===== src/dsa_regs.vh =====
// Constants for the dual-slope converter sequencer: fields, counts and divider tables.
// Contract
// - At reset end sample chip-select strap once; high selects slave mode under host control.
// - Strap low selects master mode, reading 16-bit command words from serial EEPROM.
// - Slave mode without host runs from all-zero control: divide by 8, channel one.
// - Unconfigured device still streams valid results on the asynchronous output.
// - Reset clears every flip-flop and sets all internal registers to zero; the code loads phase_reg with PH_IDLE, 4'b0001.
// - Brownout indication also forces the reset condition.
// - Route temperature sensor when range is 250mV and unipolar bit is set.
// - Five control bits pick channel and range; three more plus mode pin pick dividers.
// - Converter step period is an integer multiple of the input clock period.
// - Conversion runs 1024 auto-zero, 1024 integrate, then 2048 reference steps.
// - Each result is readable in parallel and sent as two asynchronous characters; the code's second character carries the previous result's top nibble.
// - Ready output goes low at end of reference integration.
// - Result invalid once ready returns high; host must finish reading while low.
// - Ready state is mirrored in bit 7 of the upper result register.
// - Restart input held low gives continuous back-to-back conversions.
// - Restart rising edge forces sequencer immediately to start of auto-zero.
// - After restart falls, timing resumes on the next step clock edge.
// - Twelve-bit offset binary result: FFF full positive, 800/7FF around zero, 000.
// - Unipolar mode uses the same codes spanning zero to twice full scale.
// - Channel field 00 input one, 01 input three, 10 ground, 11 input two.
// - Range field 000 50mV, 001 25mV, 010 250mV, 011 10mV; top bit unipolar.
`ifndef DSA_REGS_VH
`define DSA_REGS_VH
`define DSA_CTRL_RESET 8'h00
`define DSA_CR_DIV_MSB 7
`define DSA_CR_DIV_LSB 5
`define DSA_CR_CH_MSB 4
`define DSA_CR_CH_LSB 3
`define DSA_CR_FS_MSB 2
`define DSA_CR_FS_LSB 0
`define DSA_FS_TEMP 3'h6
`define DSA_AZ_LAST 12'h3FF
`define DSA_INT_LAST 12'h3FF
`define DSA_REF_LAST 12'h7FF
`define DSA_RDY_LAST 12'h7FF
`define DSA_MAG_MAX 11'h7FF
`define DSA_ADIV_L 72'd0
`define DSA_EE_READ_OP 9'h180
`define DSA_EE_HALF 4'h4
`define DSA_EE_OUT_BITS 5'h09
`define DSA_EE_LAST_BIT 5'h19
`define DSA_STRAP_WAIT 2'h3
`define DSA_TX_BITS 5'h14
`endif


===== src/dsa_sequencer.v =====
// Dual-slope converter sequencer with strap mode, EEPROM fetch and async result output.
`timescale 1ns/1ps
`include "dsa_regs.vh"
module dsa_sequencer (
  // Clock and reset.
  input wire REF_CLK,
  input wire RST_N,
  // Pins from outside the clock domain.
  input wire BROWNOUT_DET,
  input wire CS_STRAP,
  input wire RESTART_IN,
  input wire DIVIDER_MODE_SEL,
  input wire INTEG_ABOVE_ZERO,
  // Host control and read side, same clock domain.
  input wire CTRL_WR,
  input wire [7:0] CTRL_DATA,
  input wire RESULT_READ,
  output wire [7:0] RESULT_HI,
  output wire [7:0] RESULT_LO,
  output wire RESULT_READY_N,
  output wire MODE_MASTER,
  // Analog front-end steering.
  output wire [1:0] CHAN_SEL,
  output wire [2:0] RANGE_SEL,
  output wire TEMP_SEL,
  output wire AZ_ON,
  output wire INT_ON,
  output wire REF_ON,
  output wire REF_POL,
  // Serial EEPROM in master mode.
  output wire EE_CS,
  output wire EE_SCK,
  output wire EE_DI,
  input wire EE_DO,
  // Asynchronous result output.
  output wire ASYNC_RESULT_OUT
);

  localparam PH_IDLE = 4'b0001;
  localparam PH_AZ = 4'b0010;
  localparam PH_INT = 4'b0100;
  localparam PH_REF = 4'b1000;

  // Two-flop synchronisers; the first stage feeds only the second.
  reg [5:0] sync1_reg;
  reg [5:0] sync2_reg;
  wire brown_s = sync2_reg[0];
  wire strap_s = sync2_reg[1];
  wire restart_s = sync2_reg[2];
  wire m1_s = sync2_reg[3];
  wire integ_s = sync2_reg[4];
  wire ee_do_s = sync2_reg[5];

  always @(posedge REF_CLK) begin
    if (!RST_N) begin
      sync1_reg <= 6'h00;
      sync2_reg <= 6'h00;
    end else begin
      sync1_reg <= {EE_DO, INTEG_ABOVE_ZERO, DIVIDER_MODE_SEL, RESTART_IN, CS_STRAP, BROWNOUT_DET};
      sync2_reg <= sync1_reg;
    end
  end

  // brownout forces reset. The synchroniser itself is spared so the level is seen.
  wire rst = !RST_N || brown_s;

  reg [1:0] strap_cnt_reg;
  reg strap_done_reg;
  reg master_reg;
  reg [7:0] ctrl_reg;
  reg [7:0] ctrl_pend_reg;
  reg [2:0] addr_reg;
  reg [2:0] cur_addr_reg;
  reg [8:0] div_cnt_reg;
  reg [3:0] phase_reg;
  reg [11:0] step_reg;
  reg pol_reg;
  reg crossed_reg;
  reg [10:0] mag_reg;
  reg [11:0] result_reg;
  reg rdy_reg;
  reg [11:0] rdy_cnt_reg;
  reg restart_d_reg;
  reg ee_req_reg;
  reg ee_busy_reg;
  reg [3:0] ee_div_reg;
  reg ee_sck_reg;
  reg [4:0] ee_bit_reg;
  reg [8:0] ee_out_reg;
  reg [15:0] ee_in_reg;
  reg tx_busy_reg;
  reg [19:0] tx_sh_reg;
  reg [4:0] tx_cnt_reg;
  reg [10:0] baud_cnt_reg;
  reg tx_low_reg;

  // divider ratios from three control bits and the mode pin.
  reg [8:0] adc_div;
  reg [10:0] baud_div;
  always @* begin
    case ({m1_s, ctrl_reg[`DSA_CR_DIV_MSB:`DSA_CR_DIV_LSB]})
      4'h0: begin adc_div = 9'h008; baud_div = 11'h200; end
      4'h1: begin adc_div = 9'h004; baud_div = 11'h100; end
      4'h2: begin adc_div = 9'h006; baud_div = 11'h180; end
      4'h3: begin adc_div = 9'h003; baud_div = 11'h0C0; end
      4'h4: begin adc_div = 9'h0C0; baud_div = 11'h400; end
      4'h5: begin adc_div = 9'h0D8; baud_div = 11'h480; end
      4'h6: begin adc_div = 9'h120; baud_div = 11'h600; end
      4'h7: begin adc_div = 9'h138; baud_div = 11'h680; end
      4'h8: begin adc_div = 9'h008; baud_div = 11'h1A0; end
      4'h9: begin adc_div = 9'h004; baud_div = 11'h0D0; end
      4'hA: begin adc_div = 9'h00C; baud_div = 11'h300; end
      4'hB: begin adc_div = 9'h00D; baud_div = 11'h340; end
      4'hC: begin adc_div = 9'h0A0; baud_div = 11'h400; end
      4'hD: begin adc_div = 9'h0B4; baud_div = 11'h480; end
      4'hE: begin adc_div = 9'h0F0; baud_div = 11'h600; end
      default: begin adc_div = 9'h104; baud_div = 11'h680; end
    endcase
  end

  // step tick every adc_div input clocks.
  wire step_tick = (div_cnt_reg == adc_div - 9'h001);
  wire restart_rise = restart_s && !restart_d_reg;
  wire ref_end = (phase_reg == PH_REF) && step_tick && (step_reg == `DSA_REF_LAST);
  wire conv_start = strap_done_reg && !restart_s && step_tick &&
                    ((phase_reg == PH_IDLE) || ref_end);

  // strap sampled once after the synchroniser has filled, then held.
  always @(posedge REF_CLK) begin
    if (rst) begin
      strap_cnt_reg <= 2'h0;
      strap_done_reg <= 1'b0;
      master_reg <= 1'b0;
    end else if (!strap_done_reg) begin
      strap_cnt_reg <= strap_cnt_reg + 2'h1;
      if (strap_cnt_reg == `DSA_STRAP_WAIT) begin
        strap_done_reg <= 1'b1;
        master_reg <= !strap_s;
      end
    end
  end

  // Control staging; new settings take effect only at a conversion start.
  always @(posedge REF_CLK) begin
    if (rst) begin
      ctrl_reg <= `DSA_CTRL_RESET;
      ctrl_pend_reg <= `DSA_CTRL_RESET;
      cur_addr_reg <= 3'h0;
    end else begin
      if (ee_busy_reg && ee_sck_reg && ee_div_reg == `DSA_EE_HALF &&
          ee_bit_reg == `DSA_EE_LAST_BIT)
        ctrl_pend_reg <= {ee_in_reg[6:0], ee_do_s};
      else if (!master_reg && CTRL_WR)
        ctrl_pend_reg <= CTRL_DATA;
      if (conv_start) begin
        ctrl_reg <= ctrl_pend_reg;
        cur_addr_reg <= addr_reg;
      end
    end
  end

  always @(posedge REF_CLK) begin
    if (rst) begin
      div_cnt_reg <= 9'h000;
      phase_reg <= PH_IDLE;
      step_reg <= 12'h000;
      restart_d_reg <= 1'b0;
      pol_reg <= 1'b0;
      crossed_reg <= 1'b0;
      mag_reg <= 11'h000;
    end else begin
      restart_d_reg <= restart_s;
      div_cnt_reg <= (step_tick || restart_s) ? 9'h000 : div_cnt_reg + 9'h001;
      if (restart_rise || restart_s) begin
        // Held at the start of auto-zero while restart is high.
        phase_reg <= PH_IDLE;
        step_reg <= 12'h000;
      end else if (conv_start) begin
        phase_reg <= PH_AZ;
        step_reg <= 12'h000;
      end else if (step_tick) begin
        step_reg <= step_reg + 12'h001;
        case (phase_reg)
          PH_AZ: begin
            if (step_reg == `DSA_AZ_LAST) begin
              phase_reg <= PH_INT;
              step_reg <= 12'h000;
            end
          end
          PH_INT: begin
            if (step_reg == `DSA_INT_LAST) begin
              phase_reg <= PH_REF;
              step_reg <= 12'h000;
              pol_reg <= integ_s;
              crossed_reg <= 1'b0;
              mag_reg <= `DSA_MAG_MAX;
            end
          end
          PH_REF: begin
            // The first step at which the integrator crosses back sets the magnitude.
            if (!crossed_reg && integ_s != pol_reg) begin
              crossed_reg <= 1'b1;
              mag_reg <= step_reg[10:0];
            end
          end
          default: phase_reg <= PH_IDLE;
        endcase
      end
    end
  end

  // offset binary; a negative input counts down from 7FF.
  wire [11:0] code = pol_reg ? {1'b1, mag_reg} : {1'b0, ~mag_reg};

  // latch and ready. Set wins over a same-cycle read clear.
  always @(posedge REF_CLK) begin
    if (rst) begin
      result_reg <= 12'h000;
      rdy_reg <= 1'b0;
      rdy_cnt_reg <= 12'h000;
    end else if (ref_end) begin
      result_reg <= code;
      rdy_reg <= 1'b1;
      rdy_cnt_reg <= 12'h000;
    end else if (rdy_reg) begin
      if (step_tick)
        rdy_cnt_reg <= rdy_cnt_reg + 12'h001;
      if (RESULT_READ || restart_rise || (step_tick && rdy_cnt_reg == `DSA_RDY_LAST))
        rdy_reg <= 1'b0;
    end
  end

  // microwire read of one command word; address steps per conversion.
  always @(posedge REF_CLK) begin
    if (rst) begin
      ee_req_reg <= 1'b0;
      ee_busy_reg <= 1'b0;
      ee_div_reg <= 4'h0;
      ee_sck_reg <= 1'b0;
      ee_bit_reg <= 5'h00;
      ee_out_reg <= 9'h000;
      ee_in_reg <= 16'h0000;
      addr_reg <= 3'h0;
    end else begin
      if (restart_rise)
        addr_reg <= 3'h0;
      if (master_reg && ((strap_done_reg && !ee_req_reg && !ee_busy_reg &&
          phase_reg == PH_IDLE) || ref_end))
        ee_req_reg <= 1'b1;
      if (ee_req_reg && !ee_busy_reg) begin
        ee_req_reg <= 1'b0;
        ee_busy_reg <= 1'b1;
        ee_bit_reg <= 5'h00;
        ee_div_reg <= 4'h0;
        ee_sck_reg <= 1'b0;
        ee_out_reg <= `DSA_EE_READ_OP | {6'h00, addr_reg};
      end else if (ee_busy_reg) begin
        ee_div_reg <= ee_div_reg + 4'h1;
        if (ee_div_reg == `DSA_EE_HALF) begin
          ee_div_reg <= 4'h0;
          ee_sck_reg <= !ee_sck_reg;
          if (ee_sck_reg) begin
            // Falling edge: present next bit or finish.
            ee_bit_reg <= ee_bit_reg + 5'h01;
            ee_out_reg <= {ee_out_reg[7:0], 1'b0};
            if (ee_bit_reg >= `DSA_EE_OUT_BITS)
              ee_in_reg <= {ee_in_reg[14:0], ee_do_s};
            if (ee_bit_reg == `DSA_EE_LAST_BIT) begin
              ee_busy_reg <= 1'b0;
              ee_sck_reg <= 1'b0;
              addr_reg <= addr_reg + 3'h1;
            end
          end
        end
      end
    end
  end

  // two 10-bit frames per result; the line idles high via inversion.
  wire [7:0] tx_hi = {ctrl_reg[7], cur_addr_reg, result_reg[11:8]};
  always @(posedge REF_CLK) begin
    if (rst) begin
      tx_busy_reg <= 1'b0;
      tx_sh_reg <= 20'h00000;
      tx_cnt_reg <= 5'h00;
      baud_cnt_reg <= 11'h000;
      tx_low_reg <= 1'b0;
    end else if (!tx_busy_reg) begin
      tx_low_reg <= 1'b0;
      if (ref_end) begin
        // A frame still in flight drops the new result; slow baud settings limit rate.
        tx_busy_reg <= 1'b1;
        tx_sh_reg <= {1'b1, tx_hi, 1'b0, 1'b1, code[7:0], 1'b0};
        tx_cnt_reg <= 5'h00;
        baud_cnt_reg <= 11'h000;
      end
    end else begin
      tx_low_reg <= !tx_sh_reg[0];
      baud_cnt_reg <= baud_cnt_reg + 11'h001;
      if (baud_cnt_reg == baud_div - 11'h001) begin
        baud_cnt_reg <= 11'h000;
        tx_sh_reg <= {1'b1, tx_sh_reg[19:1]};
        tx_cnt_reg <= tx_cnt_reg + 5'h01;
        if (tx_cnt_reg == `DSA_TX_BITS - 5'h01)
          tx_busy_reg <= 1'b0;
      end
    end
  end

  // ready mirrored in bit 7 of the upper result.
  assign RESULT_HI = {rdy_reg, 3'h0, result_reg[11:8]};
  assign RESULT_LO = result_reg[7:0];
  assign RESULT_READY_N = !rdy_reg;
  assign MODE_MASTER = master_reg;
  // fields passed straight to the mux and gain stage.
  assign CHAN_SEL = ctrl_reg[`DSA_CR_CH_MSB:`DSA_CR_CH_LSB];
  assign RANGE_SEL = ctrl_reg[`DSA_CR_FS_MSB:`DSA_CR_FS_LSB];
  assign TEMP_SEL = (ctrl_reg[`DSA_CR_FS_MSB:`DSA_CR_FS_LSB] == `DSA_FS_TEMP);
  assign AZ_ON = (phase_reg == PH_AZ) || (phase_reg == PH_IDLE);
  assign INT_ON = (phase_reg == PH_INT);
  assign REF_ON = (phase_reg == PH_REF);
  assign REF_POL = pol_reg;
  assign EE_CS = ee_busy_reg;
  assign EE_SCK = ee_sck_reg;
  assign EE_DI = ee_out_reg[8];
  assign ASYNC_RESULT_OUT = !tx_low_reg;

endmodule // dsa_sequencer


===== config.mk =====
export PLATFORM = sky130hd
export DESIGN_NAME = dsa_sequencer
export DESIGN_NICKNAME = d
export VERILOG_FILES = /design/src/dsa_sequencer.v
export VERILOG_INCLUDE_DIRS = /design/src
export SDC_FILE = /design/constraint.sdc
export NUM_CORES = 1
export LEC_CHECK = 0
export BUFFER_PORTS_ARGS = -buffer_cell sky130_fd_sc_hd__buf_2
export CAP_MARGIN = 20
export CORE_MARGIN = 1.5
export CORE_UTILIZATION = 56
export CTS_BUF_LIST = sky130_fd_sc_hd__clkbuf_8
export DETAILED_ROUTE_END_ITERATION = 6
export PLACE_DENSITY_LB_ADDON = 0.08
export SYNTH_ARGS = -nofsm -noshare
export SYNTH_HDL_FRONTEND = slang
export SYNTH_SLANG_ARGS = --single-unit

===== constraint.sdc =====
create_clock -name REF_CLK -period 7 [get_ports REF_CLK]
set_input_delay 0.35 -clock REF_CLK [delete_from_list [all_inputs] [get_ports REF_CLK]]
set_output_delay 0.35 -clock REF_CLK [all_outputs]
set_load 0.01 [all_outputs]

# Word-level counts from Yosys, hierarchy flattened
# Memories as Yosys holds them, arrays and structs flattened.
# Index checks and enable logic that the tools add are counted.
[classes]
eq_ne = 22
addsub = 11
shift = 0
div = 0
n_reduce_logical = 62
bitwise = 7
multipliers = 0
n_mux = 52
order_cmp = 1
[ops]
columns = ["operator", "n"]
rows = [
  ["20-bit 2-to-1 mux", 3],
  ["11-bit 2-to-1 mux", 5],
  ["12-bit 2-to-1 mux", 3],
  ["9-bit 2-to-1 mux", 4],
  ["12-bit by 1-bit adder with 12-bit output (second input constant)", 2],
  ["12-bit by 11-bit equality test with 1-bit output (second input constant)", 2],
  ["11-bit case mux with 2 select lines", 1],
  ["1-bit 2-to-1 mux", 18],
  ["3-bit 2-to-1 mux", 6],
  ["1-bit logical AND", 17],
  ["8-bit 2-to-1 mux", 2],
  ["5-bit 2-to-1 mux", 3],
  ["2-bit nonzero test", 7],
  ["12-bit by 10-bit equality test with 1-bit output (second input constant)", 1],
  ["1-bit logical NOT", 12],
  ["4-bit 2-to-1 mux", 3],
  ["4-bit case mux with 3 select lines", 1],
  ["2-bit OR reduction", 6],
  ["11-bit by 1-bit adder with 11-bit output (second input constant)", 1],
  ["11-bit equality test", 1],
  ["11-bit inverter", 1],
  ["11-bit by 1-bit subtractor with 11-bit output (second input constant)", 1],
  ["5-bit by 1-bit adder with 5-bit output (second input constant)", 2],
  ["5-bit equality test (second input constant)", 2],
  ["28 further kinds", 51],
]
[word_totals]
out_inout_bits = 32
romBits = 256
mem_bits_rw = 0
in_bits = 18
elab_cells = 189
memories = 1
reg_bits = 168
latch_bits = 0
[memory_table]
columns = ["name", "depth", "word_bits", "read_ports", "rd_ports_with_merged_regs", "wr", "line", "rtl"]
rows = [
  ["(name not given)", 16, 16, 1, 0, 0, "dsa_sequencer.v:101", "case ({m1_s, ctrl_reg[`DSA_CR_DIV_MSB:`DSA_CR_DIV_LSB]})"],
]

# Depth between registers and ports, before layout
# An unclocked memory read counts as a cell.
[logic_depth]
word_depth = 9
ltp_mapped = 16
mapped_depth_nobuf = 12

# Worst setup path after synthesis
# No wires, ideal clock.
[synth_timing]
path_kind = "flip-flop to flip-flop"
startpoint = "register ctrl_reg[6]"
endpoint = "register tx_cnt_reg[2]"
setup_time_ns = 0.120
path_slack_ns = 3.611
synth_period_minus_slack_ns = 3.389
t_arrival_ns = 3.269
required_time_ns = 6.880
stages_incl_launch_ff = 13
n_path_buf = 2
path_cell_list = "dfxtp_1 > clkbuf_1 > inv_1 > ha_1 > or3_1 > a21oi_1 > a22oi_1 > xnor2_1 > or2_2 > nor4_2 > clkbuf_1 > nor4_1 > or2_1"
[synth_between]
elab_chain_cells = 7
word_cells_on_any_way = 10
classes_between = "add/sub (2); eq/ne (3); reduce/logical (4); memory (1)"
[synth_lines]
columns = ["element", "line", "rtl"]
rows = [
  ["start: declaration", "dsa_sequencer.v:70", "reg [7:0] ctrl_reg;"],
  ["start signal: assignment", "dsa_sequencer.v:146", "ctrl_reg <= `DSA_CTRL_RESET;"],
  ["start signal: assignment", "dsa_sequencer.v:156", "ctrl_reg <= ctrl_pend_reg;"],
  ["memory 16 x 16 bit *", "n/a", ""],
  ["9-bit by 1-bit subtractor with 9-bit output", "dsa_sequencer.v:122", "wire step_tick = (div_cnt_reg == adc_div - 9'h001);"],
  ["9-bit equality test", "dsa_sequencer.v:122", ""],
  ["1-bit logical AND (2 in a row)", "dsa_sequencer.v:124", "wire ref_end = (phase_reg == PH_REF) && step_tick && (step_reg == `DSA_REF_LAST);"],
  ["2-bit nonzero test (no source line)", "n/a", ""],
  ["2-bit AND reduction (no source line) *", "n/a", ""],
  ["end signal: assignment", "dsa_sequencer.v:303", "tx_cnt_reg <= tx_cnt_reg + 5'h01;"],
  ["end: declaration", "dsa_sequencer.v:93", "reg [4:0] tx_cnt_reg;"],
]
# Mark *: on every way between the ends. The rest lies on a longest branch, timed or not.
# A chain may end at the register's enable or synchronous reset.

# Final worst setup path
[layout_timing]
startpoint = "register ctrl_reg[5]"
endpoint = "register tx_cnt_reg[1]"
# Same word-level chain as after synthesis.

==> impl_metrics.env <==
export IMPL_gp_congestion=0.866
export IMPL_worst_path_buf_inv=2
export IMPL_clkTransAtPathRegs_ps=80
export IMPL_max_stage_delay_ps=870
export IMPL_clockBufferDepth=2
export IMPL_wl_per_cell_um=15.5
export IMPL_synth_top_family_by_area="simple AND/OR/NAND/NOR gates"
export IMPL_pwr_share_comb_pct=3.7
export IMPL_synth_compound_area_share_pct=15.7
export IMPL_rsz0062_at_grt="false"
export IMPL_initial_utilization_pct=57.9
export IMPL_crit_path_end_kind="flop"
export IMPL_dieArea_mm2=0.0159
export IMPL_drt_iter0_drc=562
export IMPL_critPathLaunchType="flop"
export IMPL_p_per_area_mw_per_mm2=205
export IMPL_yosysTopAreaCell="dfxtp_1"
export IMPL_antenna_left=0
export IMPL_clk_latency_ps=470
export IMPL_antenna_found_initial=0
export IMPL_post_cts_buffers=0
export IMPL_grt_util_all_layers_pct=24.2
export IMPL_peakVddDrop_mv=0.157
export IMPL_synth_edf_count=0
export IMPL_netSwitchingFraction_pct=21.9
export IMPL_hp_class="input pin to flop"
export IMPL_relSlewSlack_pct=27.8
export IMPL_firstDrtPassIters=5
export IMPL_core_area_mm2=0.0147
export IMPL_cts_buffers=17
export IMPL_via_count=6927
export IMPL_rows=44
export IMPL_ys_seq_area_share_pct=39.5
export IMPL_avgSynthCellArea_um2=8.44
export IMPL_cts_root_buf="clkbuf_8"
export IMPL_cts_resized_gates=0
export IMPL_n_fill_cell=1351
export IMPL_ios=50
export IMPL_hold_buffers=0
export IMPL_diodes=0
export IMPL_fin_tns_setup_ps=0
export IMPL_place_hpwl_mm=12.5
export IMPL_synth_area_mm2=0.00851
export IMPL_nets=1046
export IMPL_worstPathRequired_ps=7360
export IMPL_netlist_top_cells_area="dfxtp_1 40%, nand2_1 4.7%, nor2_1 4.4%"
export IMPL_cpMaxStageDelayCell="a2111oi_4"
export IMPL_place_port_buffers=46
export IMPL_internal_power_mw=1.47
export IMPL_power_leakage_nw=3.59
export IMPL_tightest_slew_ps=1080
export IMPL_yosysUniqueCellTypes=76
export IMPL_ys_warn_count=0
export IMPL_largest_register_ffs=20
export IMPL_worst_path_max_fanout=20
export IMPL_grt_pass1_vias=6207
export IMPL_stdcell_count=1205
export IMPL_dp_cells=1173
export IMPL_min_period_over_period_pct=63.8
export IMPL_setup_viol=0
export IMPL_via_per_inst=5.75
export IMPL_status="completed"
export IMPL_h_tree_depth=4
export IMPL_dpl_instance_area_mm2=0.00867
export IMPL_synth_xor_area_share_pct=4.91
export IMPL_yosys_area_top_type_share_pct=39.5
export IMPL_fp_dieH_um=126
export IMPL_syn_to_final_growth_pct=7.54
export IMPL_ys_ff_latch=168
export IMPL_power_switching_mw=0.410
export IMPL_cts_tree="built"
export IMPL_arrival_ps=4830
export IMPL_crit_family="simple AND/OR/NAND/NOR gates"
export IMPL_synth_flop_cell="dfxtp_1"
export IMPL_power_clock_fraction_pct=44.4
export IMPL_cts_sinks=168
export IMPL_final_area_mm2=0.00915
export IMPL_syn_inst=1009
export IMPL_drv_cap=0
export IMPL_async_flop_share_pct=0
export IMPL_yosys_mux_area_fraction_pct=5.82
export IMPL_grt_first_pass_wirelength_mm=31.1
export IMPL_synthAdderAreaFrac_pct=2.94
export IMPL_skew_ps=13.4
export IMPL_synthSimpleGateAreaFrac_pct=25.2
export IMPL_fin_crit_ps=4470
export IMPL_grt_max_degree=82
export IMPL_wirelength_mm=18.7
export IMPL_slew_viol_final=0
export IMPL_grt_ovfl_total=0
export IMPL_fmax_ghz=0.224
export IMPL_hold_violations=0
export IMPL_final_layout_size_suffix_gt1_share_pct=12.4
export IMPL_criticalPathCategory="flop to flop"
export IMPL_path_cells="inv_1 > ha_1 > nor4b_4 > nor3_1 > xor3_1 > or4_4 > a2111oi_4 > nor2_2 > buf_4 > a31o_2"
export IMPL_drc_errors=0
export IMPL_die_x_um=126
export IMPL_p_seq_share_pct=51.9
-- cells by family (layout without fill, tap and decap cells) --
family / count (synthesis) / count (layout)
muxes: 48 / 48
AOI/OAI and AO/OA: 195 / 195
DFF: 168 / 168
adders and majority gates: 20 / 20
and+or+nand+nor: 422 / 422
other: 1 / 3
xor gates and xnor gates: 46 / 46
buffers and inverters: 109 / 119
-- layout by cell type, fill, tap and decap left out, types with 4 or more instances in the layout --
cell type    n
a31oi_1      5
nand2b_1    12
a22oi_1      4
nand2_1    107
buf_4        8
mux2_2      12
nor2b_1     11
nand3_1     44
and2_1      21
or4_1        9
xor2_1      27
o21ai_0     35
a21oi_1     58
nor3_1      18
buf_2       46
xnor2_1     18
bufinv_16    6
or3_1       22
a22o_1       4
nor2_1     100
a211o_1      9
ha_1        20
o31ai_1     17
nor3b_1      7
o31ai_2      8
nand4_1     17
and3_1      19
mux2i_1     36
inv_1       32
nor4_1       7
clkbuf_8    19
dfxtp_1    168
a211oi_1    22
-- metal layers --
| metal | up-vias | global-route usage, % | routed length, µm |
|---|---|---|---|
| li1 | 3539 | - | - |
| met1 | 3202 | 33.4 | 9230 |
| met2 | 162 | 38.0 | 8280 |
| met3 | 24 | 6.20 | 951 |
| met4 | 0 | 6.29 | 193 |
| met5 | - | 0 | 0 |
-- synthesized netlist by cell type, drive strengths merged, types with 3 or more instances --
library cell	n
dfxtp	168
nand2	107
nor2	101
a21oi	58
nand3	45
clkbuf	43
o21ai	38
mux2i	36
buf	33
inv	33
xor2	27
o31ai	25
a211oi	23
or3	23
and2	21
ha	20
and3	19
nand4	18
nor3	18
xnor2	18
nand2b	13
mux2	12
nor2b	12
or4	10
a211o	9
nor3b	8
nor4	8
a31o	6
a31oi	5
or2	5
a22o	4
a22oi	4
nor4b	4
a21o	3
a311oi	3
and4	3
-- power by group through the flow --
| stage | registers [mW] | logic [mW] | clock network, mW |
|---|---|---|---|
| 3_3_place_gp | 0.996 | 0.0686 | 0 |
| 3_5_place_dp | 0.996 | 0.0695 | 0 |
| 5_1_grt | 0.975 | 0.0776 | 0.894 |
| 6_report | 0.974 | 0.0696 | 0.833 |
| 4_1_cts | 0.974 | 0.0698 | 0.850 |
| 2_1_floorplan | 0.992 | 0.0549 | 0 |
-- final cells by class --
cell class              count  area (µm²)  area share [%]
well taps                 184         230            2.52
multi-input cells         734        4660            50.9
clock buffers              19         262            2.86
repair buffers             54         290            3.17
clock inverters            13         225            2.46
flip-flops and latches    168        3360            36.7
inverters                  33         124            1.35
-- final timing paths --
check	startpoint	end	slack (ps)	depth (start not counted)
max	ctrl_reg[5]$_SDFFE_PP0P_	tx_cnt_reg[1]$_SDFFE_PP0P_	2530	10
min reg2reg	sync2_reg[1]$_SDFF_PN0_	MODE_MASTER$_SDFFE_PP0P_	420	1
min	INTEG_ABOVE_ZERO	sync1_reg[4]$_SDFF_PN0_	80	2
max reg2reg	ctrl_reg[5]$_SDFFE_PP0P_	tx_cnt_reg[1]$_SDFFE_PP0P_	2530	10
-- worst register-to-register path: stages (launching register included) --
cell	delay, ps
dfxtp_1	750
inv_1	180
ha_1	340
nor4b_4	290
nor3_1	100
xor3_1	380
or4_4	570
a2111oi_4	870
nor2_2	310
buf_4	310
a31o_2	260
-- through the flow --
stage	power (mW)	hold slack [ps]	worst slack [ps]	utilization (%)
final	1.88	81.3	2530	62.3
after detailed placement	1.07	413	2630	59.0
after global routing	1.95	58.2	2120	62.3
after floorplan	1.05	390	3610	-
after CTS	1.89	52.4	2570	62.3
after global placement	1.06	396	2410	58.9
No activity file was read; power rests on OpenSTA's default activity.
